## src/core/sfrb_pkg.sv

```systemverilog
// Package for the bank-1 special register map: offsets, layouts, reset values.
// Assumes an APB slave with one register per aligned 32-bit word.
package sfrb_pkg;
	// ****************************************
	// Register indices (byte address is four times the index)
	// ****************************************
	localparam logic [7:0] IDX_INDIRECT_ACCESS_PORT = 8'h80;
	localparam logic [7:0] IDX_OPTION_CONFIG = 8'h81;
	localparam logic [7:0] IDX_PROGRAM_COUNTER_LOW = 8'h82;
	localparam logic [7:0] IDX_CORE_FLAGS = 8'h83;
	localparam logic [7:0] IDX_INDIRECT_POINTER = 8'h84;
	localparam logic [7:0] IDX_PORT_A_DIRECTION = 8'h85;
	localparam logic [7:0] IDX_PORT_B_DIRECTION = 8'h86;
	localparam logic [7:0] IDX_PORT_C_DIRECTION = 8'h87;
	localparam logic [7:0] IDX_PC_UPPER_HOLDING = 8'h8a;
	localparam logic [7:0] IDX_INTERRUPT_CONTROL = 8'h8b;
	localparam logic [7:0] IDX_PERIPHERAL_IRQ_ENABLE = 8'h8c;
	localparam logic [7:0] IDX_POWER_RESET_CAUSE = 8'h8e;
	localparam logic [7:0] IDX_TIMER_PERIOD = 8'h92;
	localparam logic [7:0] IDX_SERIAL_SLAVE_ADDRESS = 8'h93;
	localparam logic [7:0] IDX_SERIAL_PORT_FLAGS = 8'h94;
	// Own registers: event status and mask
	localparam logic [7:0] IDX_EVENT_STATUS = 8'hc0;
	localparam logic [7:0] IDX_EVENT_MASK = 8'hc1;
	// Bank select bit within core_flags, and bank bit of the index
	localparam int CORE_FLAGS_BANK_BIT = 5;
	localparam int IDX_BANK_BIT = 7;
	// ****************************************
	// Reset values (power-on/brown-out column; other column noted)
	// ****************************************
	localparam logic [7:0] RST_OPTION_CONFIG = 8'hff;
	localparam logic [7:0] RST_PROGRAM_COUNTER_LOW = 8'h00;
	localparam logic [7:0] RST_CORE_FLAGS_POR = 8'h18;
	localparam logic [7:0] RST_INDIRECT_POINTER = 8'h00;
	localparam logic [5:0] RST_PORT_A_DIRECTION = 6'h3f;
	localparam logic [7:0] RST_PORT_B_DIRECTION = 8'hff;
	localparam logic [7:0] RST_PORT_C_DIRECTION = 8'hff;
	localparam logic [4:0] RST_PC_UPPER_HOLDING = 5'h00;
	localparam logic [7:0] RST_INTERRUPT_CONTROL = 8'h00;
	localparam logic [7:0] RST_PERIPHERAL_IRQ_ENABLE = 8'h00;
	localparam logic [7:0] RST_TIMER_PERIOD = 8'hff;
	localparam logic [7:0] RST_SERIAL_SLAVE_ADDRESS = 8'h00;
	localparam logic [7:0] RST_SERIAL_PORT_FLAGS = 8'h00;
	// Core flags: top three bits cleared on every reset, low bits kept on other resets
	localparam logic [7:0] CORE_FLAGS_OTHER_CLEAR = 8'h1f;
	// Interrupt control: flag bit 0 kept on other resets
	localparam logic [7:0] INTCTL_KEEP_MASK = 8'h01;
	// Power cause bit positions
	localparam int PWR_POR_BIT = 1;
	localparam int PWR_BOR_BIT = 0;
	// Implemented bit mask of serial_port_flags
	localparam logic [7:0] SERIAL_FLAGS_MASK = 8'h3f;
	// Event bits
	localparam int EV_PC_LOAD = 0;
	localparam int EV_OTHER_RESET = 1;
	localparam int EV_UNMAPPED = 2;
	localparam int EV_WIDTH = 3;
endpackage

```

## src/core/sfrb_bank.sv

```systemverilog
// Bank-1 special register map with APB access, indirect port and PC upper latch.
// Assumes a data memory on the mem_* ports answering combinationally to mem_rd,
// and reset cause pins already synchronous to pclk except the external reset pin.
`timescale 1ns/1ps
`default_nettype none
module sfrb_bank #(
	parameter int ADDR_W = 12
) (
	input wire logic pclk,
	input wire logic presetn,
	input wire logic [ADDR_W-1:0] paddr,
	input wire logic psel,
	input wire logic penable,
	input wire logic pwrite,
	input wire logic [31:0] pwdata,
	input wire logic [3:0] pstrb,
	output logic [31:0] prdata,
	output logic pready,
	output logic pslverr,
	input wire logic external_reset_pin_n,
	input wire logic watchdog_timeout,
	input wire logic brownout_detect,
	output logic [8:0] mem_addr,
	output logic mem_wr,
	output logic mem_rd,
	output logic [7:0] mem_wdata,
	input wire logic [7:0] mem_rdata,
	output logic [12:0] program_counter,
	output logic [7:0] option_out,
	output logic [5:0] port_a_dir,
	output logic [7:0] port_b_dir,
	output logic [7:0] port_c_dir,
	output logic [7:0] irq_enable_out,
	output logic [7:0] timer_period_out,
	output logic [7:0] serial_addr_out,
	input wire logic [7:0] serial_flags_in,
	output logic irq
);
	import sfrb_pkg::*;

	// ****************************************
	// Reset cause capture
	// ****************************************
	logic ext_s1_q, ext_s2_q, ext_prev_q;
	logic other_reset;

	// Pin synchroniser; first stage read only by the second
	always_ff @(posedge pclk or negedge presetn) begin
		if (!presetn) begin
			ext_s1_q <= 1'b1;
			ext_s2_q <= 1'b1;
			ext_prev_q <= 1'b1;
		end else begin
			ext_s1_q <= external_reset_pin_n;
			ext_s2_q <= ext_s1_q;
			ext_prev_q <= ext_s2_q;
		end
	end

	assign other_reset = (ext_prev_q && !ext_s2_q) || watchdog_timeout;

	// ****************************************
	// APB decode
	// ****************************************
	logic [7:0] idx;
	logic acc, wr_en, rd_en, lane0;
	logic [7:0] wb;
	logic bank_sel;
	logic [7:0] reg_idx;

	assign idx = paddr[9:2];
	assign acc = psel && penable;
	assign lane0 = pstrb[0];
	assign wb = pwdata[7:0];
	assign wr_en = acc && pwrite && lane0 && (paddr[ADDR_W-1:10] == '0);
	assign rd_en = psel && !penable && !pwrite; // Setup phase: data must stand by the access edge
	assign pready = 1'b1;
	assign pslverr = 1'b0;

	// mirrored registers fold bank bit away
	always_comb begin
		reg_idx = idx;
		if (idx[6:0] == IDX_INDIRECT_ACCESS_PORT[6:0] || idx[6:0] == IDX_PROGRAM_COUNTER_LOW[6:0]
			|| idx[6:0] == IDX_CORE_FLAGS[6:0] || idx[6:0] == IDX_INDIRECT_POINTER[6:0]
			|| idx[6:0] == IDX_PC_UPPER_HOLDING[6:0] || idx[6:0] == IDX_INTERRUPT_CONTROL[6:0]) begin
			reg_idx = {1'b1, idx[6:0]};
		end
	end

	// ****************************************
	// Registers
	// ****************************************
	logic [7:0] option_q, pcl_q, flags_q, ptr_q, pb_q, pc_q, intctl_q, pie_q, pr_q, sadd_q;
	logic [5:0] pa_q;
	logic [4:0] pch_hold_q, pch_q;
	logic [1:0] power_reset_cause_q;
	logic pc_load;

	assign bank_sel = flags_q[CORE_FLAGS_BANK_BIT];
	assign pc_load = wr_en && reg_idx == IDX_PROGRAM_COUNTER_LOW;

	// plain configuration registers, same value on every reset
	always_ff @(posedge pclk or negedge presetn) begin
		if (!presetn) begin
			option_q <= RST_OPTION_CONFIG;
			pa_q <= RST_PORT_A_DIRECTION;
			pb_q <= RST_PORT_B_DIRECTION;
			pc_q <= RST_PORT_C_DIRECTION;
			pie_q <= RST_PERIPHERAL_IRQ_ENABLE;
			pr_q <= RST_TIMER_PERIOD;
			sadd_q <= RST_SERIAL_SLAVE_ADDRESS;
			pch_hold_q <= RST_PC_UPPER_HOLDING;
		end else if (other_reset) begin
			option_q <= RST_OPTION_CONFIG;
			pa_q <= RST_PORT_A_DIRECTION;
			pb_q <= RST_PORT_B_DIRECTION;
			pc_q <= RST_PORT_C_DIRECTION;
			pie_q <= RST_PERIPHERAL_IRQ_ENABLE;
			pr_q <= RST_TIMER_PERIOD;
			sadd_q <= RST_SERIAL_SLAVE_ADDRESS;
			pch_hold_q <= RST_PC_UPPER_HOLDING;
		end else if (wr_en) begin
			unique case (reg_idx)
				IDX_OPTION_CONFIG: option_q <= wb;
				IDX_PORT_A_DIRECTION: pa_q <= wb[5:0];
				IDX_PORT_B_DIRECTION: pb_q <= wb;
				IDX_PORT_C_DIRECTION: pc_q <= wb;
				IDX_PERIPHERAL_IRQ_ENABLE: pie_q <= wb;
				IDX_TIMER_PERIOD: pr_q <= wb;
				IDX_SERIAL_SLAVE_ADDRESS: sadd_q <= wb;
				IDX_PC_UPPER_HOLDING: pch_hold_q <= wb[4:0];
				default: ;
			endcase
		end
	end

	// program counter; upper bits only follow the latch on a load
	always_ff @(posedge pclk or negedge presetn) begin
		if (!presetn) begin
			pcl_q <= RST_PROGRAM_COUNTER_LOW;
			pch_q <= RST_PC_UPPER_HOLDING;
		end else if (other_reset) begin
			pcl_q <= RST_PROGRAM_COUNTER_LOW;
			pch_q <= RST_PC_UPPER_HOLDING;
		end else if (pc_load) begin
			pcl_q <= wb;
			pch_q <= pch_hold_q;
		end
	end

	// core flags, pointer and interrupt control: other resets clear flags bits 7:5 and control bits 7:1, keep the rest
	always_ff @(posedge pclk or negedge presetn) begin
		if (!presetn) begin
			flags_q <= RST_CORE_FLAGS_POR;
			ptr_q <= RST_INDIRECT_POINTER;
			intctl_q <= RST_INTERRUPT_CONTROL;
		end else if (other_reset) begin
			flags_q <= flags_q & CORE_FLAGS_OTHER_CLEAR;
			intctl_q <= intctl_q & INTCTL_KEEP_MASK;
		end else if (wr_en) begin
			unique case (reg_idx)
				IDX_CORE_FLAGS: flags_q <= wb;
				IDX_INDIRECT_POINTER: ptr_q <= wb;
				IDX_INTERRUPT_CONTROL: intctl_q <= wb;
				default: ;
			endcase
		end
	end

	// reset cause: power-on clears both, brown-out clears its bit
	// software sets them, pin or watchdog leaves them
	always_ff @(posedge pclk or negedge presetn) begin
		if (!presetn) begin
			power_reset_cause_q <= 2'b00;
		end else if (brownout_detect) begin
			power_reset_cause_q[PWR_BOR_BIT] <= 1'b0;
		end else if (wr_en && reg_idx == IDX_POWER_RESET_CAUSE) begin
			power_reset_cause_q <= wb[1:0];
		end
	end

	// ****************************************
	// Indirect access
	// ****************************************
	logic ind_hit;
	assign ind_hit = reg_idx == IDX_INDIRECT_ACCESS_PORT;

	// pointer addresses data memory, indirect bank from core flags bit 7
	assign mem_addr = {flags_q[7], ptr_q};
	assign mem_wr = wr_en && ind_hit;
	assign mem_rd = rd_en && ind_hit;
	assign mem_wdata = wb;

	// ****************************************
	// Events and interrupt
	// ****************************************
	logic [EV_WIDTH-1:0] ev_stat_q, ev_mask_q, ev_in;
	logic mapped;

	assign ev_in = {acc && !mapped, other_reset, pc_load};

	// Set wins over a write-one clear in the same cycle
	always_ff @(posedge pclk or negedge presetn) begin
		if (!presetn) begin
			ev_stat_q <= '0;
			ev_mask_q <= '0;
		end else begin
			if (wr_en && idx == IDX_EVENT_STATUS) begin
				ev_stat_q <= (ev_stat_q & ~wb[EV_WIDTH-1:0]) | ev_in;
			end else begin
				ev_stat_q <= ev_stat_q | ev_in;
			end
			if (wr_en && idx == IDX_EVENT_MASK) begin
				ev_mask_q <= wb[EV_WIDTH-1:0];
			end
		end
	end

	assign irq = |(ev_stat_q & ev_mask_q);

	// ****************************************
	// Read mux
	// ****************************************
	logic [7:0] rd_byte;

	// unmapped locations and unused bits read zero
	always_comb begin
		rd_byte = 8'h00;
		mapped = 1'b1;
		unique case (reg_idx)
			IDX_INDIRECT_ACCESS_PORT: rd_byte = mem_rdata;
			IDX_OPTION_CONFIG: rd_byte = option_q;
			IDX_PROGRAM_COUNTER_LOW: rd_byte = pcl_q;
			IDX_CORE_FLAGS: rd_byte = flags_q;
			IDX_INDIRECT_POINTER: rd_byte = ptr_q;
			IDX_PORT_A_DIRECTION: rd_byte = {2'b00, pa_q};
			IDX_PORT_B_DIRECTION: rd_byte = pb_q;
			IDX_PORT_C_DIRECTION: rd_byte = pc_q;
			IDX_PC_UPPER_HOLDING: rd_byte = {3'b000, pch_hold_q};
			IDX_INTERRUPT_CONTROL: rd_byte = intctl_q;
			IDX_PERIPHERAL_IRQ_ENABLE: rd_byte = pie_q;
			IDX_POWER_RESET_CAUSE: rd_byte = {6'b000000, power_reset_cause_q};
			IDX_TIMER_PERIOD: rd_byte = pr_q;
			IDX_SERIAL_SLAVE_ADDRESS: rd_byte = sadd_q;
			IDX_SERIAL_PORT_FLAGS: rd_byte = serial_flags_in & SERIAL_FLAGS_MASK;
			IDX_EVENT_STATUS: rd_byte = {5'b00000, ev_stat_q};
			IDX_EVENT_MASK: rd_byte = {5'b00000, ev_mask_q};
			default: mapped = 1'b0;
		endcase
		if (paddr[ADDR_W-1:10] != '0) begin
			rd_byte = 8'h00;
			mapped = 1'b0;
		end
	end

	// Read data fetched in the setup cycle, so it stands through the access phase
	always_ff @(posedge pclk or negedge presetn) begin
		if (!presetn) begin
			prdata <= '0;
		end else if (rd_en) begin
			prdata <= {24'h000000, rd_byte};
		end
	end

	// Register-driven outputs
	assign program_counter = {pch_q, pcl_q};
	assign option_out = option_q;
	assign port_a_dir = pa_q;
	assign port_b_dir = pb_q;
	assign port_c_dir = pc_q;
	assign irq_enable_out = pie_q;
	assign timer_period_out = pr_q;
	assign serial_addr_out = sadd_q;
	// Bank select is kept for the core; not used by this map
	logic unused_bank;
	assign unused_bank = bank_sel;
endmodule
`default_nettype wire

```

## config.mk

```make
export PLATFORM = sky130hd
export DESIGN_NAME = sfrb_bank
export DESIGN_NICKNAME = d
export VERILOG_FILES = /design/src/core/sfrb_pkg.sv /design/src/core/sfrb_bank.sv
export SDC_FILE = /design/constraint.sdc
export NUM_CORES = 1
export LEC_CHECK = 0
export BUFFER_PORTS_ARGS = -buffer_cell sky130_fd_sc_hd__buf_2
export CORE_MARGIN = 2
export CORE_UTILIZATION = 42
export CTS_BUF_LIST = sky130_fd_sc_hd__clkbuf_4 sky130_fd_sc_hd__clkbuf_8
export DETAILED_ROUTE_END_ITERATION = 10
export HOLD_SLACK_MARGIN = 0.12
export PLACE_DENSITY = 0.72
export SLEW_MARGIN = 20
export SYNTH_ARGS = -nofsm -noshare
export SYNTH_HDL_FRONTEND = slang
export SYNTH_SLANG_ARGS = --single-unit
```

## constraint.sdc

```tcl
create_clock -name pclk -period 4.8 [get_ports pclk]
set_clock_uncertainty 0.05 [all_clocks]
set_input_delay 0.24 -clock pclk [delete_from_list [all_inputs] [get_ports pclk]]
set_output_delay 0.24 -clock pclk [all_outputs]
set_load 0.005 [all_outputs]
```

==> metrics.yaml <==
placement:
  place.gp.congestion: 0.954
  place.port_buffers: 135
  dp_hpwl_mm: 14.5
critical_path:
  cp-startpoint: "pwrite"
  required_ns: 5.10
  r2r_slack_ns: 2.52
  critical_path_class: "input pin to flop"
  cp-start-kind: "input pin"
  cp-end-kind: "flop"
  endpoint: "ev_stat_q[2]"
  regToRegEndpoint: "ptr_q[3]"
  ff2ff_path_depth: 5
  rr_startpoint: "ext_s2_q"
  cp_max_fo: 9
  crit_arrival_ns: 2.81
global_routing:
  grt_pass1_wl_mm: 32.0
  grt_use_total: 0.264
  overflow: 0
  grt_pass1_vias: 5378
  grt_max_degree: 59
  antenna_found_initial: 0
clock_network:
  clock_tree.root_cell: "clkbuf_8"
  cts_resized: 0
  postCtsSetupRepairBufs: 0
  htree_levels: 4
  worstSkewPairLatency_ns: 0.46
  cts_buffers: 17
  hold_buffers: 9
  cts_tree: "done"
  cts.clk_slew.worst_paths_ns: 0.08
  clock-sinks: 115
  cts.path.max_buffers: 2
yosys:
  synth_top_family_by_area: "simple AND/OR/NAND/NOR gates"
  yosysWarnings: 0
  postSynth.asyncResetShare: 1.00
  synth_area_um2: 6360
  synth.avg_cell_area_um2: 9.89
  ys_ff_latch: 115
  synth_cell_type_count: 64
  yosysTopAreaCell: "dfrtp_1"
  seq_area_frac_synth: 0.461
  synthSimpleGateAreaFrac: 0.191
  synth_edf_count: 0
  synthFlopType: "dfrtp_1"
  synth_cells: 643
  synth_xor_area_frac: 0
  muxShareOfSynthArea: 0.159
  synth_area_leaders: "dfrtp_1, dfstp_2, mux2i_1"
  synth_top_area_frac: 0.283
  synthAdderAreaFrac: 0
  synth_compound_area_frac: 0.111
timing:
  tightest_slew_ns: 1.00
  slew_violations: 0
  finalHoldViolCount: 0
  whs_ns: 0.151
  final.setup.tns_ns: 0
  finalCritPeriodShare: 0.524
  timing.fmax_ghz: 0.397
  setup_viol: 0
  rsz0062_at_grt: "no"
  min_period_ns: 2.52
  relSlewSlack: 0.332
floorplan:
  row_count: 44
  core_area_um2: 14600
  die_area_um2: 16100
  initial_core_util: 0.434
  io_pins: 193
  die_w_um: 127
  die_h_um: 127
power:
  power_switching_share: 0.250
  internal_power_mw: 1.68
  cellLeakagePower_nw: 3.29
  switchingPower_uw: 562
  ir_drop_v: 0.000166
  combPwrFrac: 0.081
  fin_total_pwr_mw: 2.25
  seqPwrFrac: 0.435
  p_per_area_nw_per_um2: 298
  clkPwrFrac: 0.484
route:
  drc: 0
  drt_iter0_markers: 758
  wl_mm: 20.9
  antenna_left: 0
  routed_via_density: 5.90
  via_count: 5642
  dr.pass1.iters: 6
  drt-wirelength-per-cell_um: 21.9
finish:
  syn2layout_area_growth_pct: 18.6
  antenna_cells: 0
  drive_above_1_share: 0.342
  final_nets: 831
hold_path:
  hp-class: "input pin to flop"
  hold_start: "pwdata[4]"
run_status:
  status: "finished, final reports clean"
run:
  drv_cap: 0
power by group through the flow:
stage / combinational [mW] / clock, mW / sequential [mW]
after floorplan: 0.107 / 0 / 0.993
after global placement: 0.173 / 0 / 0.993
after detailed placement: 0.173 / 0 / 0.994
after CTS: 0.178 / 1.09 / 0.977
after global routing: 0.195 / 1.14 / 0.977
final: 0.182 / 1.09 / 0.977
state kept, by name, indices dropped and copies added (netlist names):
signal and count:
power_reset_cause_q 2, flags_q 8, port_a_dir 6, port_c_dir 8, ev_stat_q 3, serial_addr_out 8, port_b_dir 8, option_out 8
prdata 8, irq_enable_out 8, ptr_q 8, pcl_q 8, pch_q 5, ext_s2_q 1, ext_prev_q 1, timer_period_out 8
intctl_q 8, ev_mask_q 3, ext_s1_q 1, pch_hold_q 5
Yosys cell counts, types with 7 or more instances:
cell	instances
nor4_1	7
mux2i_1	66
nor3_1	9
dfrtp_1	72
nor2_1	47
nor2b_1	9
dfstp_2	43
clkbuf_1	27
a22oi_1	13
buf_4	35
mux2_2	31
nand3_1	28
a21oi_1	23
o21ai_0	10
nand2_1	101
buf_2	12
area by class of cell:
class | instances | area [um2]
tap | 184 | 230
sequential | 115 | 2930
clock inverter | 12 | 203
clock buffer | 20 | 275
inverter | 6 | 22.5
multi-input combinational | 466 | 3040
timing repair buffer | 153 | 836
fill | 1365 | 7100
worst max-delay path, cell delays in order:
cell           delay [ns]
dlygate4sd3_1        0.52
buf_2                0.12
nand4_1              0.16
or2_2                0.44
nor3_1               0.40
a21boi_0             0.16
a41o_1               0.22
dlygate4sd3_1        0.55
metal layers:
layer | wire [um] | up-vias | GRT usage
met5 | 0 | - | 0
met4 | 509 | 0 | 0.0963
met3 | 2050 | 46 | 0.0758
met2 | 9420 | 349 | 0.398
met1 | 8970 | 2776 | 0.364
li1 | - | 2471 | -
cell usage in the layout, fill, tap and decap left out, types with 13 or more instances in the layout:
cell      Yosys  final
buf_2        12    134
dfrtp_1      72     72
nand2_1     101    101
a22oi_1      13     13
dfstp_2      43     43
a21oi_1      23     22
nor2_1       47     47
nand3_1      28     28
mux2i_1      66     66
clkbuf_8      0     20
conb_1        2     26
mux2_2       31     31
cells by family (layout without fill, tap and decap cells):
kind of cell	count (synthesis)	in the layout
AOI/OAI and AO/OA	100	100
buffers and inverters	86	191
DFF	115	115
muxes	97	97
other	2	26
and+or+nand+nor	243	243
per-stage QoR:
step           setup WS, ns  cells  cell area [um2]   util
6_report               2.28    956             7540  0.515
5_1_grt                2.09    956             7540  0.515
2_1_floorplan          2.79    667             6450      -
4_1_cts                2.30    956             7540  0.515
3_5_place_dp           1.88    915             6970  0.476
3_3_place_gp           1.87    915             6970  0.476
how the worst min path moves through the flow:
stage	to	slack [ns]	cells past startpoint
after global placement	ext_s2_q	0.30	0
after global routing	pcl_q[3]	0.15	3
after floorplan	ev_mask_q[0]	-0.11	0
after detailed placement	ext_s2_q	0.30	0
final	option_out[4]	0.15	3
after CTS	option_out[4]	0.12	3
(Power assumes the default switching activity.)
